`src/rtl/adc_host_pkg.sv`:
```
`default_nettype none
package adc_host_pkg;
    // software register offsets (word index on the plain port)
    localparam logic [3:0] CONTROL_OFFSET = 4'h0;
    localparam logic [3:0] SETUP_OFFSET = 4'h1;
    localparam logic [3:0] STATUS_OFFSET = 4'h2;
    localparam logic [3:0] RESULT_OFFSET = 4'h3;
    localparam logic [3:0] ECHO_OFFSET = 4'h4;
    localparam logic [3:0] TIMING_OFFSET = 4'h5;
    // control register fields
    localparam int START_BIT = 0;
    localparam int ECHO_READ_BIT = 1;
    localparam int BUSY_MODE_BIT = 2;
    localparam int PRELOAD_BIT = 3;
    // status register fields
    localparam int BUSY_BIT = 0;
    localparam int DONE_BIT = 1;
    localparam int PRELOAD_LEFT_LSB = 2;
    // setup word layout
    localparam int SETUP_WIDTH = 14;
    localparam int UPDATE_BIT = 13;
    localparam int TOPOLOGY_MSB = 12;
    localparam int TOPOLOGY_LSB = 10;
    localparam int CHANNEL_MSB = 9;
    localparam int CHANNEL_LSB = 7;
    localparam int FILTER_BIT = 6;
    localparam int SOURCE_MSB = 5;
    localparam int SOURCE_LSB = 3;
    localparam int SCAN_MSB = 2;
    localparam int SCAN_LSB = 1;
    localparam int ECHO_BIT = 0;
    localparam logic [13:0] SETUP_ALL_ONES = 14'h3fff;
    localparam logic [13:0] SETUP_RESET = 14'h0000;
    // frame lengths in serial clock cycles
    localparam int RESULT_BITS = 16;
    localparam logic [5:0] RESULT_EDGES = 6'h0f;
    localparam logic [5:0] RESULT_EDGES_BUSY = 6'h10;
    localparam logic [5:0] ECHO_EDGES = 6'h0e;
    localparam logic [1:0] PRELOAD_CONVERSIONS = 2'h2;
    // timing
    localparam int CLOCK_MHZ = 100;
    localparam int QUIET_BEFORE_NS = 30;
    localparam int QUIET_AFTER_NS = 10;
    localparam logic [7:0] QUIET_BEFORE_CYCLES = 8'((QUIET_BEFORE_NS * CLOCK_MHZ + 999) / 1000);
    localparam logic [7:0] QUIET_AFTER_CYCLES = 8'((QUIET_AFTER_NS * CLOCK_MHZ + 999) / 1000);
    localparam logic [7:0] SCK_HALF_RESET = 8'h04;
    localparam logic [15:0] CONV_WAIT_RESET = 16'h00c8;
    typedef enum logic [2:0]
    {
        IDLE = 3'b000,
        QUIET_PRE = 3'b001,
        STROBE_HIGH = 3'b011,
        CONVERTING = 3'b010,
        SHIFTING = 3'b110,
        FINISH = 3'b111
    } state_type;
endpackage : adc_host_pkg
`default_nettype wire

```
`src/rtl/adc_host.sv`:
```
// Contract
// - setup word sent msb first, 14 rising edges
// - echo needs 14 more edges after result
// - clock data only while strobe low
// - strobe rise starts conversion, then return low
// - two dummy conversions before setup valid
// - serial input high two conversions loads ones
// - finish serial activity before safe-access limit
// - write setup before safe-access limit
// - pins quiet 30 ns before, 10 after
// - serial clock gated, runs only in bursts
// - acquisition access fits acquisition phase
// - spanning access split in two bursts
// - strobe held low during power-up
//
// Our own choices: the plain strobed port and the placing of the registers.
`default_nettype none
module adc_host
(
    input wire logic ref_clk,
    input wire logic reset_n,
    input wire logic [3:0] address,
    input wire logic [31:0] write_data,
    input wire logic write_strobe,
    input wire logic read_strobe,
    output logic [31:0] read_data,
    output logic conversion_strobe,
    output logic serial_clock,
    output logic serial_data_in,
    input wire logic serial_result_output
);
    // software state
    logic [13:0] setup_word, next_setup_word;
    logic echo_read, next_echo_read;
    logic busy_mode, next_busy_mode;
    logic [7:0] sck_half, next_sck_half;
    logic [15:0] conv_wait, next_conv_wait;
    logic [15:0] result, next_result;
    logic [13:0] echo_word, next_echo_word;
    logic done, next_done;
    logic [1:0] preload_left, next_preload_left;
    logic [31:0] next_read_data;
    // sequencer state
    adc_host_pkg::state_type state, next_state;
    logic [15:0] count, next_count;
    logic [7:0] div, next_div;
    logic [5:0] edges, next_edges;
    logic [29:0] shift_out, next_shift_out;
    logic next_conversion_strobe, next_serial_clock, next_serial_data_in;
    // sampler for the result pin, three stages
    logic [2:0] sdo_sync;
    logic sdo_level, next_sdo_level;
    logic half_tick;
    logic [5:0] frame_edges;

    always_ff @(posedge ref_clk or negedge reset_n)
    begin
        if (!reset_n)
        begin
            sdo_sync <= 3'h0;
            sdo_level <= 1'b0;
        end
        else
        begin
            sdo_sync <= {sdo_sync[1:0], serial_result_output};
            sdo_level <= next_sdo_level;
        end
    end

    always_comb
    begin
        next_sdo_level = sdo_level;
        if (sdo_sync[2] == sdo_sync[1])
        begin
            next_sdo_level = sdo_sync[1];
        end
    end

    assign half_tick = (div == 8'h00);
    // setup goes out on the rising edges, result on falling; echo adds 14
    assign frame_edges = (busy_mode ? adc_host_pkg::RESULT_EDGES_BUSY
                          : adc_host_pkg::RESULT_EDGES)
                         + (echo_read ? adc_host_pkg::ECHO_EDGES : 6'h00);

    always_comb
    begin
        next_setup_word = setup_word;
        next_echo_read = echo_read;
        next_busy_mode = busy_mode;
        next_sck_half = sck_half;
        next_conv_wait = conv_wait;
        next_done = done;
        next_preload_left = preload_left;
        next_result = result;
        next_echo_word = echo_word;
        next_state = state;
        next_count = count;
        next_div = div;
        next_edges = edges;
        next_shift_out = shift_out;
        next_conversion_strobe = conversion_strobe;
        next_serial_clock = serial_clock;
        next_serial_data_in = serial_data_in;
        next_read_data = 32'h0000_0000;
        if (read_strobe)
        begin
            case (address)
                adc_host_pkg::CONTROL_OFFSET:
                    next_read_data = {29'h0, busy_mode, echo_read, 1'b0};
                adc_host_pkg::SETUP_OFFSET:
                    next_read_data = {18'h0, setup_word};
                adc_host_pkg::STATUS_OFFSET:
                    next_read_data = {28'h0, preload_left, done, state != adc_host_pkg::IDLE};
                adc_host_pkg::RESULT_OFFSET:
                    next_read_data = {16'h0, result};
                adc_host_pkg::ECHO_OFFSET:
                    next_read_data = {18'h0, echo_word};
                adc_host_pkg::TIMING_OFFSET:
                    next_read_data = {sck_half, conv_wait, 8'h00};
                default:
                    next_read_data = 32'h0000_0000;
            endcase
        end
        if (write_strobe)
        begin
            case (address)
                adc_host_pkg::SETUP_OFFSET:
                    // field layout follows the device's setup word
                    next_setup_word = write_data[13:0];
                adc_host_pkg::TIMING_OFFSET:
                begin
                    next_sck_half = (write_data[31:24] == 8'h00) ? 8'h01 : write_data[31:24];
                    next_conv_wait = write_data[23:8];
                end
                default:
                    ;
            endcase
        end
        case (state)
            adc_host_pkg::IDLE:
            begin
                if (write_strobe && address == adc_host_pkg::CONTROL_OFFSET
                    && write_data[adc_host_pkg::START_BIT])
                begin
                    next_echo_read = write_data[adc_host_pkg::ECHO_READ_BIT];
                    next_busy_mode = write_data[adc_host_pkg::BUSY_MODE_BIT];
                    // two strobes with the input held high load all ones
                    if (write_data[adc_host_pkg::PRELOAD_BIT])
                    begin
                        next_preload_left = adc_host_pkg::PRELOAD_CONVERSIONS;
                    end
                    next_done = 1'b0;
                    next_count = {8'h00, adc_host_pkg::QUIET_BEFORE_CYCLES};
                    next_state = adc_host_pkg::QUIET_PRE;
                end
            end
            adc_host_pkg::QUIET_PRE:
            begin
                // clock and data stay still around the strobe rise
                if (count == 16'h0000)
                begin
                    next_conversion_strobe = 1'b1;
                    next_count = {8'h00, adc_host_pkg::QUIET_AFTER_CYCLES};
                    next_state = adc_host_pkg::STROBE_HIGH;
                end
                else
                begin
                    next_count = count - 16'h0001;
                end
            end
            adc_host_pkg::STROBE_HIGH:
            begin
                if (count == 16'h0000)
                begin
                    next_count = conv_wait;
                    next_state = adc_host_pkg::CONVERTING;
                end
                else
                begin
                    next_count = count - 16'h0001;
                end
            end
            adc_host_pkg::CONVERTING:
            begin
                // access after conversion end, so any clock rate with sck_half of 2 or more is safe
                if (count == 16'h0000)
                begin
                    next_conversion_strobe = 1'b0;
                    next_shift_out = (preload_left != 2'h0)
                                     ? {16'hffff, adc_host_pkg::SETUP_ALL_ONES}
                                     : {setup_word, 16'h0000};
                    next_serial_data_in = (preload_left != 2'h0) ? 1'b1 : setup_word[13];
                    next_edges = 6'h00;
                    next_div = sck_half;
                    next_state = adc_host_pkg::SHIFTING;
                end
                else
                begin
                    next_count = count - 16'h0001;
                end
            end
            adc_host_pkg::SHIFTING:
            begin
                // clock runs only inside the burst, strobe low throughout
                if (half_tick)
                begin
                    next_div = sck_half;
                    // device drives the next bit on the fall; sample before it
                    if (serial_clock || (edges == frame_edges && count != 16'h0000))
                    begin
                        if (edges < 6'(adc_host_pkg::RESULT_BITS))
                        begin
                            next_result = {result[14:0], sdo_level};
                        end
                        else
                        begin
                            next_echo_word = {echo_word[12:0], sdo_level};
                        end
                    end
                    if (serial_clock)
                    begin
                        next_serial_clock = 1'b0;
                        next_shift_out = {shift_out[28:0], 1'b0};
                        next_serial_data_in = (preload_left != 2'h0) ? 1'b1 : shift_out[28];
                        next_edges = edges + 6'h01;
                        // in busy mode the extra fall has already brought the last bit out
                        if (busy_mode && edges + 6'h01 == frame_edges)
                        begin
                            next_state = adc_host_pkg::FINISH;
                        end
                    end
                    else if (edges != frame_edges)
                    begin
                        next_serial_clock = 1'b1;
                    end
                    else if (count == 16'h0000)
                    begin
                        // last bit stands only after the final fall: wait a full period
                        // with the clock held low so the sampler has settled
                        next_count = 16'h0001;
                    end
                    else
                    begin
                        next_state = adc_host_pkg::FINISH;
                    end
                end
                else
                begin
                    next_div = div - 8'h01;
                end
            end
            adc_host_pkg::FINISH:
            begin
                // the result is of the conversion this frame's strobe started
                next_serial_data_in = 1'b0;
                next_done = 1'b1;
                if (preload_left != 2'h0)
                begin
                    next_preload_left = preload_left - 2'h1;
                end
                next_state = adc_host_pkg::IDLE;
            end
            default:
                next_state = adc_host_pkg::IDLE;
        endcase
    end

    // strobe resets low so the device powers up with it low
    always_ff @(posedge ref_clk or negedge reset_n)
    begin
        if (!reset_n)
        begin
            setup_word <= adc_host_pkg::SETUP_RESET;
            echo_read <= 1'b0;
            busy_mode <= 1'b0;
            sck_half <= adc_host_pkg::SCK_HALF_RESET;
            conv_wait <= adc_host_pkg::CONV_WAIT_RESET;
            result <= 16'h0000;
            echo_word <= 14'h0000;
            done <= 1'b0;
            preload_left <= 2'h0;
            read_data <= 32'h0000_0000;
            state <= adc_host_pkg::IDLE;
            count <= 16'h0000;
            div <= 8'h00;
            edges <= 6'h00;
            shift_out <= 30'h0;
            conversion_strobe <= 1'b0;
            serial_clock <= 1'b0;
            serial_data_in <= 1'b0;
        end
        else
        begin
            setup_word <= next_setup_word;
            echo_read <= next_echo_read;
            busy_mode <= next_busy_mode;
            sck_half <= next_sck_half;
            conv_wait <= next_conv_wait;
            result <= next_result;
            echo_word <= next_echo_word;
            done <= next_done;
            preload_left <= next_preload_left;
            read_data <= next_read_data;
            state <= next_state;
            count <= next_count;
            div <= next_div;
            edges <= next_edges;
            shift_out <= next_shift_out;
            conversion_strobe <= next_conversion_strobe;
            serial_clock <= next_serial_clock;
            serial_data_in <= next_serial_data_in;
        end
    end
    // assertions bind to the host only (chk in adc_host_assertions); the device model counts its own faults
endmodule : adc_host
`default_nettype wire

```
`config.mk`:
```
export PLATFORM = sky130hd
export DESIGN_NAME = adc_host
export DESIGN_NICKNAME = d
export VERILOG_FILES = /design/src/rtl/adc_host_pkg.sv /design/src/rtl/adc_host.sv
export SDC_FILE = /design/constraint.sdc
export NUM_CORES = 1
export LEC_CHECK = 0
export BUFFER_PORTS_ARGS = -buffer_cell sky130_fd_sc_hd__buf_2
export CAP_MARGIN = 20
export CORE_UTILIZATION = 50
export CTS_CLUSTER_DIAMETER = 120
export CTS_CLUSTER_SIZE = 30
export DETAILED_ROUTE_END_ITERATION = 10
export PLACE_DENSITY = 0.76
export SLEW_MARGIN = 20
export SYNTH_ARGS = -nofsm -noshare
export SYNTH_HDL_FRONTEND = slang
export SYNTH_SLANG_ARGS = --single-unit
```
`constraint.sdc`:
```
create_clock -name ref_clk -period 5.55 [get_ports ref_clk]
set_input_delay 1.3875 -clock ref_clk [delete_from_list [all_inputs] [get_ports ref_clk]]
set_output_delay 1.3875 -clock ref_clk [all_outputs]
set_load 0.02 [all_outputs]
```
# Word-level counts from Yosys, hierarchy flattened
# Cells that the tools add are included.
# Widths: inputs -> output; s select.
# totals
mem_bits_rw,0
romBits,0
memories,0
elab_cells,141
latchBits,0
inputBits,41
regBits,174
out_inout_bits,35
# classes
reduce_logical,32
n_lt_le_gt_ge,1
bitwise,1
n_mul,0
n_shift,0
muxes,53
div,0
n_eq_ne,29
n_addsub,5
# op_table
op,count
$pmux 32 s6,1
$mux 16,8
$mux 29,4
$pmux 16 s5,1
$pmux 29 s2,1
$mux 32,1
$mux 3,9
$mux 8,3
$ne 2x2->1 const B,12
$reduce_and 4->1,5
$mux 6,3
$logic_not 16->1,1
$logic_not 8->1,2
$pmux 8 s2,1
$reduce_bool 16->1,1
$sub 16x1->16 const B,1
$pmux 3 s5,1
$eq 6x6->1,2
$pmux 6 s2,1
$reduce_and 2->1,6
$mux 1,10
$ne 3x3->1 const B,3
$eq 4x2->1 const B,2
$eq 4x3->1 const B,2
other kinds (28),40

# Logic depth before layout (Yosys ltp)
# depth
ltp_word,8
ltp_mapped,10
mapped_depth_nobuf,9

# Least setup slack after synthesis
# No wires, ideal clock.
# synth_path
kind,input to register
start,input port address[1]
end,register count[0]
path_slack_ps,2645
path_buffers,1
required_ps,5419
cell_stages,7
setup_ps,131
arrival_time_ps,2774
path_cell_list,nor4_1 nand3_1 o2bb2ai_1 o221ai_1 clkbuf_1 a211oi_1 a21oi_1
# synth_between
elab_chain_len,5
# synth_lines
element,line,rtl
from (decl),adc_host.sv:22,"input wire logic [3:0] address,"
$logic_not 4->1,adc_host.sv:142,if (write_strobe && address == adc_host_pkg::CONTROL_OFFSET
$logic_and 1x1->1,adc_host.sv:142,
$logic_and 1x1->1,adc_host.sv:143,&& write_data[adc_host_pkg::START_BIT])
$ne 2x2->1 (no line),-,
$reduce_and 7->1 (no line),-,
to (signal assigned),adc_host.sv:305,count <= next_count;
to (decl),adc_host.sv:45,"logic [15:0] count, next_count;"
# No other way between the ends.
# A chain may end at the register's enable or synchronous reset.

# Final worst setup path
# layout_path
start,input port address[1]
end,register count[1]
# The elaborated chain is that of the path after synthesis.

==> results.py <==
metrics = {
    "synthesis": {
        "ys_types": 68,
        "synth_top_family_by_area": "compound AO/OA/AOI/OAI gates",
        "yosysWarnings": 0,
        "synth_top_area_share_pct": 53.6,
        "synth_area_leader_cell": "dfrtp_1",
        "synthMuxAreaShare_pct": 9.65,
        "synth_xor_area_share_pct": 0.883,
        "synth_compound_area_share_pct": 15.1,
        "synth_edf_count": 0,
        "ys.flop_type": "dfrtp_1",
        "syn-cell-area_um2": 7940,
        "ys_seq_area_share_pct": 54.9,
        "synthesis.nets": 767,
        "synth_cells": 715,
        "syn_avg_cell_area_um2": 11.1,
        "synthAdderAreaFrac_pct": 1.86,
        "synthTopCellsByArea": "dfrtp_1 54%, mux2_2 9.5%, o21ai_0 4.7%, a21oi_1 2.5%, nand2_1 2.5%",
        "yosys_register_bits": 174,
        "yosys.area_share.simple_pct": 14.5,
        "ys_async_sr_fraction_pct": 100,
    },
    "setup_path": {
        "critPathKind": "in2reg",
        "required_ns": 5.85,
        "critPathArrivalTime_ns": 3.39,
        "worstSetupStartpointType": "input pin",
        "cp_max_fo": 23,
        "cp-end-kind": "flop",
    },
    "placement": {
        "gp_congestion": 0.850,
        "port_buffers": 75,
        "dp_cells": 968,
        "place_hpwl_um": 12100,
    },
    "global_route": {
        "grt_max_degree": 119,
        "antenna_found_initial": 0,
        "grt_usage_pct": 23.4,
        "grt_overflow": 0,
        "grt_pass1_vias": 6027,
        "grt_pass1_wl_um": 30000,
    },
    "clock_network": {
        "cts-htree-levels": 4,
        "cts.clk_slew.worst_paths_ns": 0.06,
        "hold_buffers": 0,
        "clk_latency_ns": 0.43,
        "numCtsBuffers": 17,
        "tritoncts": "built",
        "cts.path.max_buffers": 2,
        "clockRootBuffer": "clkbuf_16",
        "cts.sinks": 174,
        "cts_resized": 0,
        "postCtsSetupRepairBufs": 0,
    },
    "route": {
        "ant_nets": 0,
        "wl_per_cell_um": 18.1,
        "detail_route.iter0.violations": 766,
        "vias_per_cell": 6.05,
        "via_count": 6052,
        "drc_errors": 0,
        "firstDrtPassIters": 9,
        "routed_wl_um": 18100,
    },
    "power_and_ir_drop": {
        "leakagePower_nw": 4.20,
        "vdd_drop_max_mv": 0.283,
        "power.density_nw_per_um2": 416,
    },
    "final_layout": {
        "layout-drive-gt1-share_pct": 25.0,
        "syn_to_final_growth_pct": 13.9,
        "fill_cells": 1276,
        "multiInputGateArea_um2": 3350,
        "regArea_um2": 4360,
        "layout.nets": 829,
        "antenna_cells": 0,
        "final_core_util_pct": 58.8,
        "layoutNonFillerInstCount": 1000,
    },
    "sta": {
        "fin_crit_sh_pct": 55.7,
        "timing.final.hold_violations": 0,
        "whs_ns": 0.354,
        "finalSetupViolCount": 0,
        "skew_ns": 0.0117,
        "rsz0062_at_grt": "no",
        "max_slew_margin_pct": 31.4,
        "final_max_slew_viol_count": 0,
        "fin_tns_setup_ns": 0,
        "worstMarginPinSlew_ns": 1.02,
        "min_period_ns": 3.09,
        "achievable-frequency_mhz": 323,
    },
    "die": {
        "rows": 45,
        "start_util_pct": 51.6,
        "ios": 76,
        "die_area_um2": 16400,
        "die_h_um": 128,
        "core-area_um2": 15400,
        "dieWidth_um": 128,
    },
    "min_path": {
        "worstHoldPathType": "reg2reg",
    },
    "status": {
        "status": "complete, no violations",
    },
    "job": {
        "max_cap_violations": 0,
    },
}
sequential cells by signal, summed over array words and instances (netlist names):
signal             cells
read_data             32
shift_out             29
conv_wait             16
count                 16
result                16
echo_word             14
setup_word            14
div                    8
sck_half               8
edges                  6
sdo_sync               3
state                  3
preload_left           2
busy_mode              1
conversion_strobe      1
done                   1
echo_read              1
sdo_level              1
serial_clock           1
serial_data_in         1
cell families (layout without fill, tap and decap cells):
group / count (synthesis) / count (layout)
AO/OA/AOI/OAI: 185 / 185
XOR/XNOR: 8 / 8
adder cells (fa/ha/maj): 12 / 12
buffers and inverters: 54 / 128
flip-flops: 174 / 174
multiplexers: 68 / 68
AND/OR/NAND/NOR: 214 / 214
per-layer routing:
metal / share of wire, % / vias to the layer above / global-route usage (%)
li1: - / 2765 / -
met1: 44 / 3081 / 30.8
met2: 50 / 176 / 38.8
met3: 4.3 / 30 / 4.22
met4: 2.2 / 0 / 8.72
met5: 0 / - / 0
layout make-up:
class / count / share of cell area [%]
Inverter: 12 / 0.498
Clock buffer: 22 / 4.91
Tap cell: 211 / 2.92
Sequential cell: 174 / 48.2
Multi-Input combinational cell: 487 / 37.1
Clock inverter: 9 / 1.25
Timing Repair Buffer: 85 / 5.12
power breakdown:
group	total, mW	switching, mW	internal (mW)
registers	1.73	0.221	1.51
clock network	1.15	0.484	0.663
logic	0.889	0.515	0.375
worst max-delay path: stages:
cell and delay, ns:
buf_2 0.13, nor4_1 0.76, nand3_1 0.24, o2bb2ai_1 0.20, o221ai_1 0.15, buf_4 0.23, nor3_1 0.18, a32oi_1 0.12
synthesized netlist by cell type, types with 2 or more instances:
| cell type | instances |
|---|---|
| mux2_2 | 67 |
| a222oi_1 | 14 |
| nor4_4 | 2 |
| or2_2 | 2 |
| nand3_1 | 15 |
| nand4_1 | 4 |
| a221o_1 | 15 |
| a21oi_1 | 40 |
| or3_1 | 5 |
| nand3b_1 | 16 |
| dfstp_2 | 4 |
| buf_2 | 4 |
| nor4_1 | 6 |
| ha_1 | 11 |
| and3_1 | 18 |
| o221ai_1 | 2 |
| and2_1 | 5 |
| a211oi_1 | 3 |
| nor2_1 | 45 |
| clkbuf_1 | 32 |
| o21a_1 | 2 |
| nand2b_1 | 5 |
| nor3b_1 | 6 |
| buf_6 | 3 |
| xnor2_1 | 7 |
| o21ai_0 | 74 |
| inv_1 | 12 |
| dfrtp_1 | 170 |
| o2bb2a_1 | 2 |
| o31ai_1 | 5 |
| a22oi_1 | 9 |
| nor3_1 | 20 |
| nand2_1 | 52 |
| a31oi_1 | 4 |
final timing paths:
| path | end | startpoint | slack, ns | cells past startpoint |
|---|---|---|---|---|
| min in group asynchronous | read_data[21] | reset_n | 1.10 | 1 |
| min | sdo_sync[1] | sdo_sync[0] | 0.35 | 0 |
| min reg2reg | sdo_sync[1] | sdo_sync[0] | 0.35 | 0 |
| max in group asynchronous | shift_out[3] | reset_n | 3.43 | 2 |
| max reg2reg | echo_word[12] | echo_read | 2.47 | 8 |
| max | count[1] | address[1] | 2.46 | 8 |
placed cells by master, fill, tap and decap left out, types with 4 or more instances in the layout:
cell | netlist | final
nor3b_1 | 6 | 6
dfstp_2 | 4 | 4
a31oi_1 | 4 | 4
ha_1 | 11 | 11
nor3_1 | 20 | 19
clkbuf_16 | 0 | 17
nand3b_1 | 16 | 16
or3_1 | 5 | 5
buf_4 | 1 | 9
inv_1 | 12 | 12
a221o_1 | 15 | 15
a22oi_1 | 9 | 9
and3_1 | 18 | 18
a222oi_1 | 14 | 14
dfrtp_1 | 170 | 170
buf_2 | 4 | 74
clkbuf_1 | 32 | 5
mux2_2 | 67 | 67
nand4_1 | 4 | 4
a21oi_1 | 40 | 40
xnor2_1 | 7 | 7
nand3_1 | 15 | 15
nor4_1 | 6 | 6
nand2_1 | 52 | 51
o31ai_1 | 5 | 5
o21ai_0 | 74 | 74
and2_1 | 5 | 5
nor2_1 | 45 | 44
nand2b_1 | 5 | 5
stage by stage:
step / setup WS [ns] / instance area (um^2) / power, mW
detailed placement: 2.02 / 8460 / 2.61
global route: 2.16 / 9040 / 3.97
CTS: 2.23 / 9020 / 3.77
finish: 2.46 / 9040 / 3.76
global placement: 2.12 / 8460 / 2.56
floorplan: 2.65 / 7940 / 2.33
(Power assumes the default switching activity.)
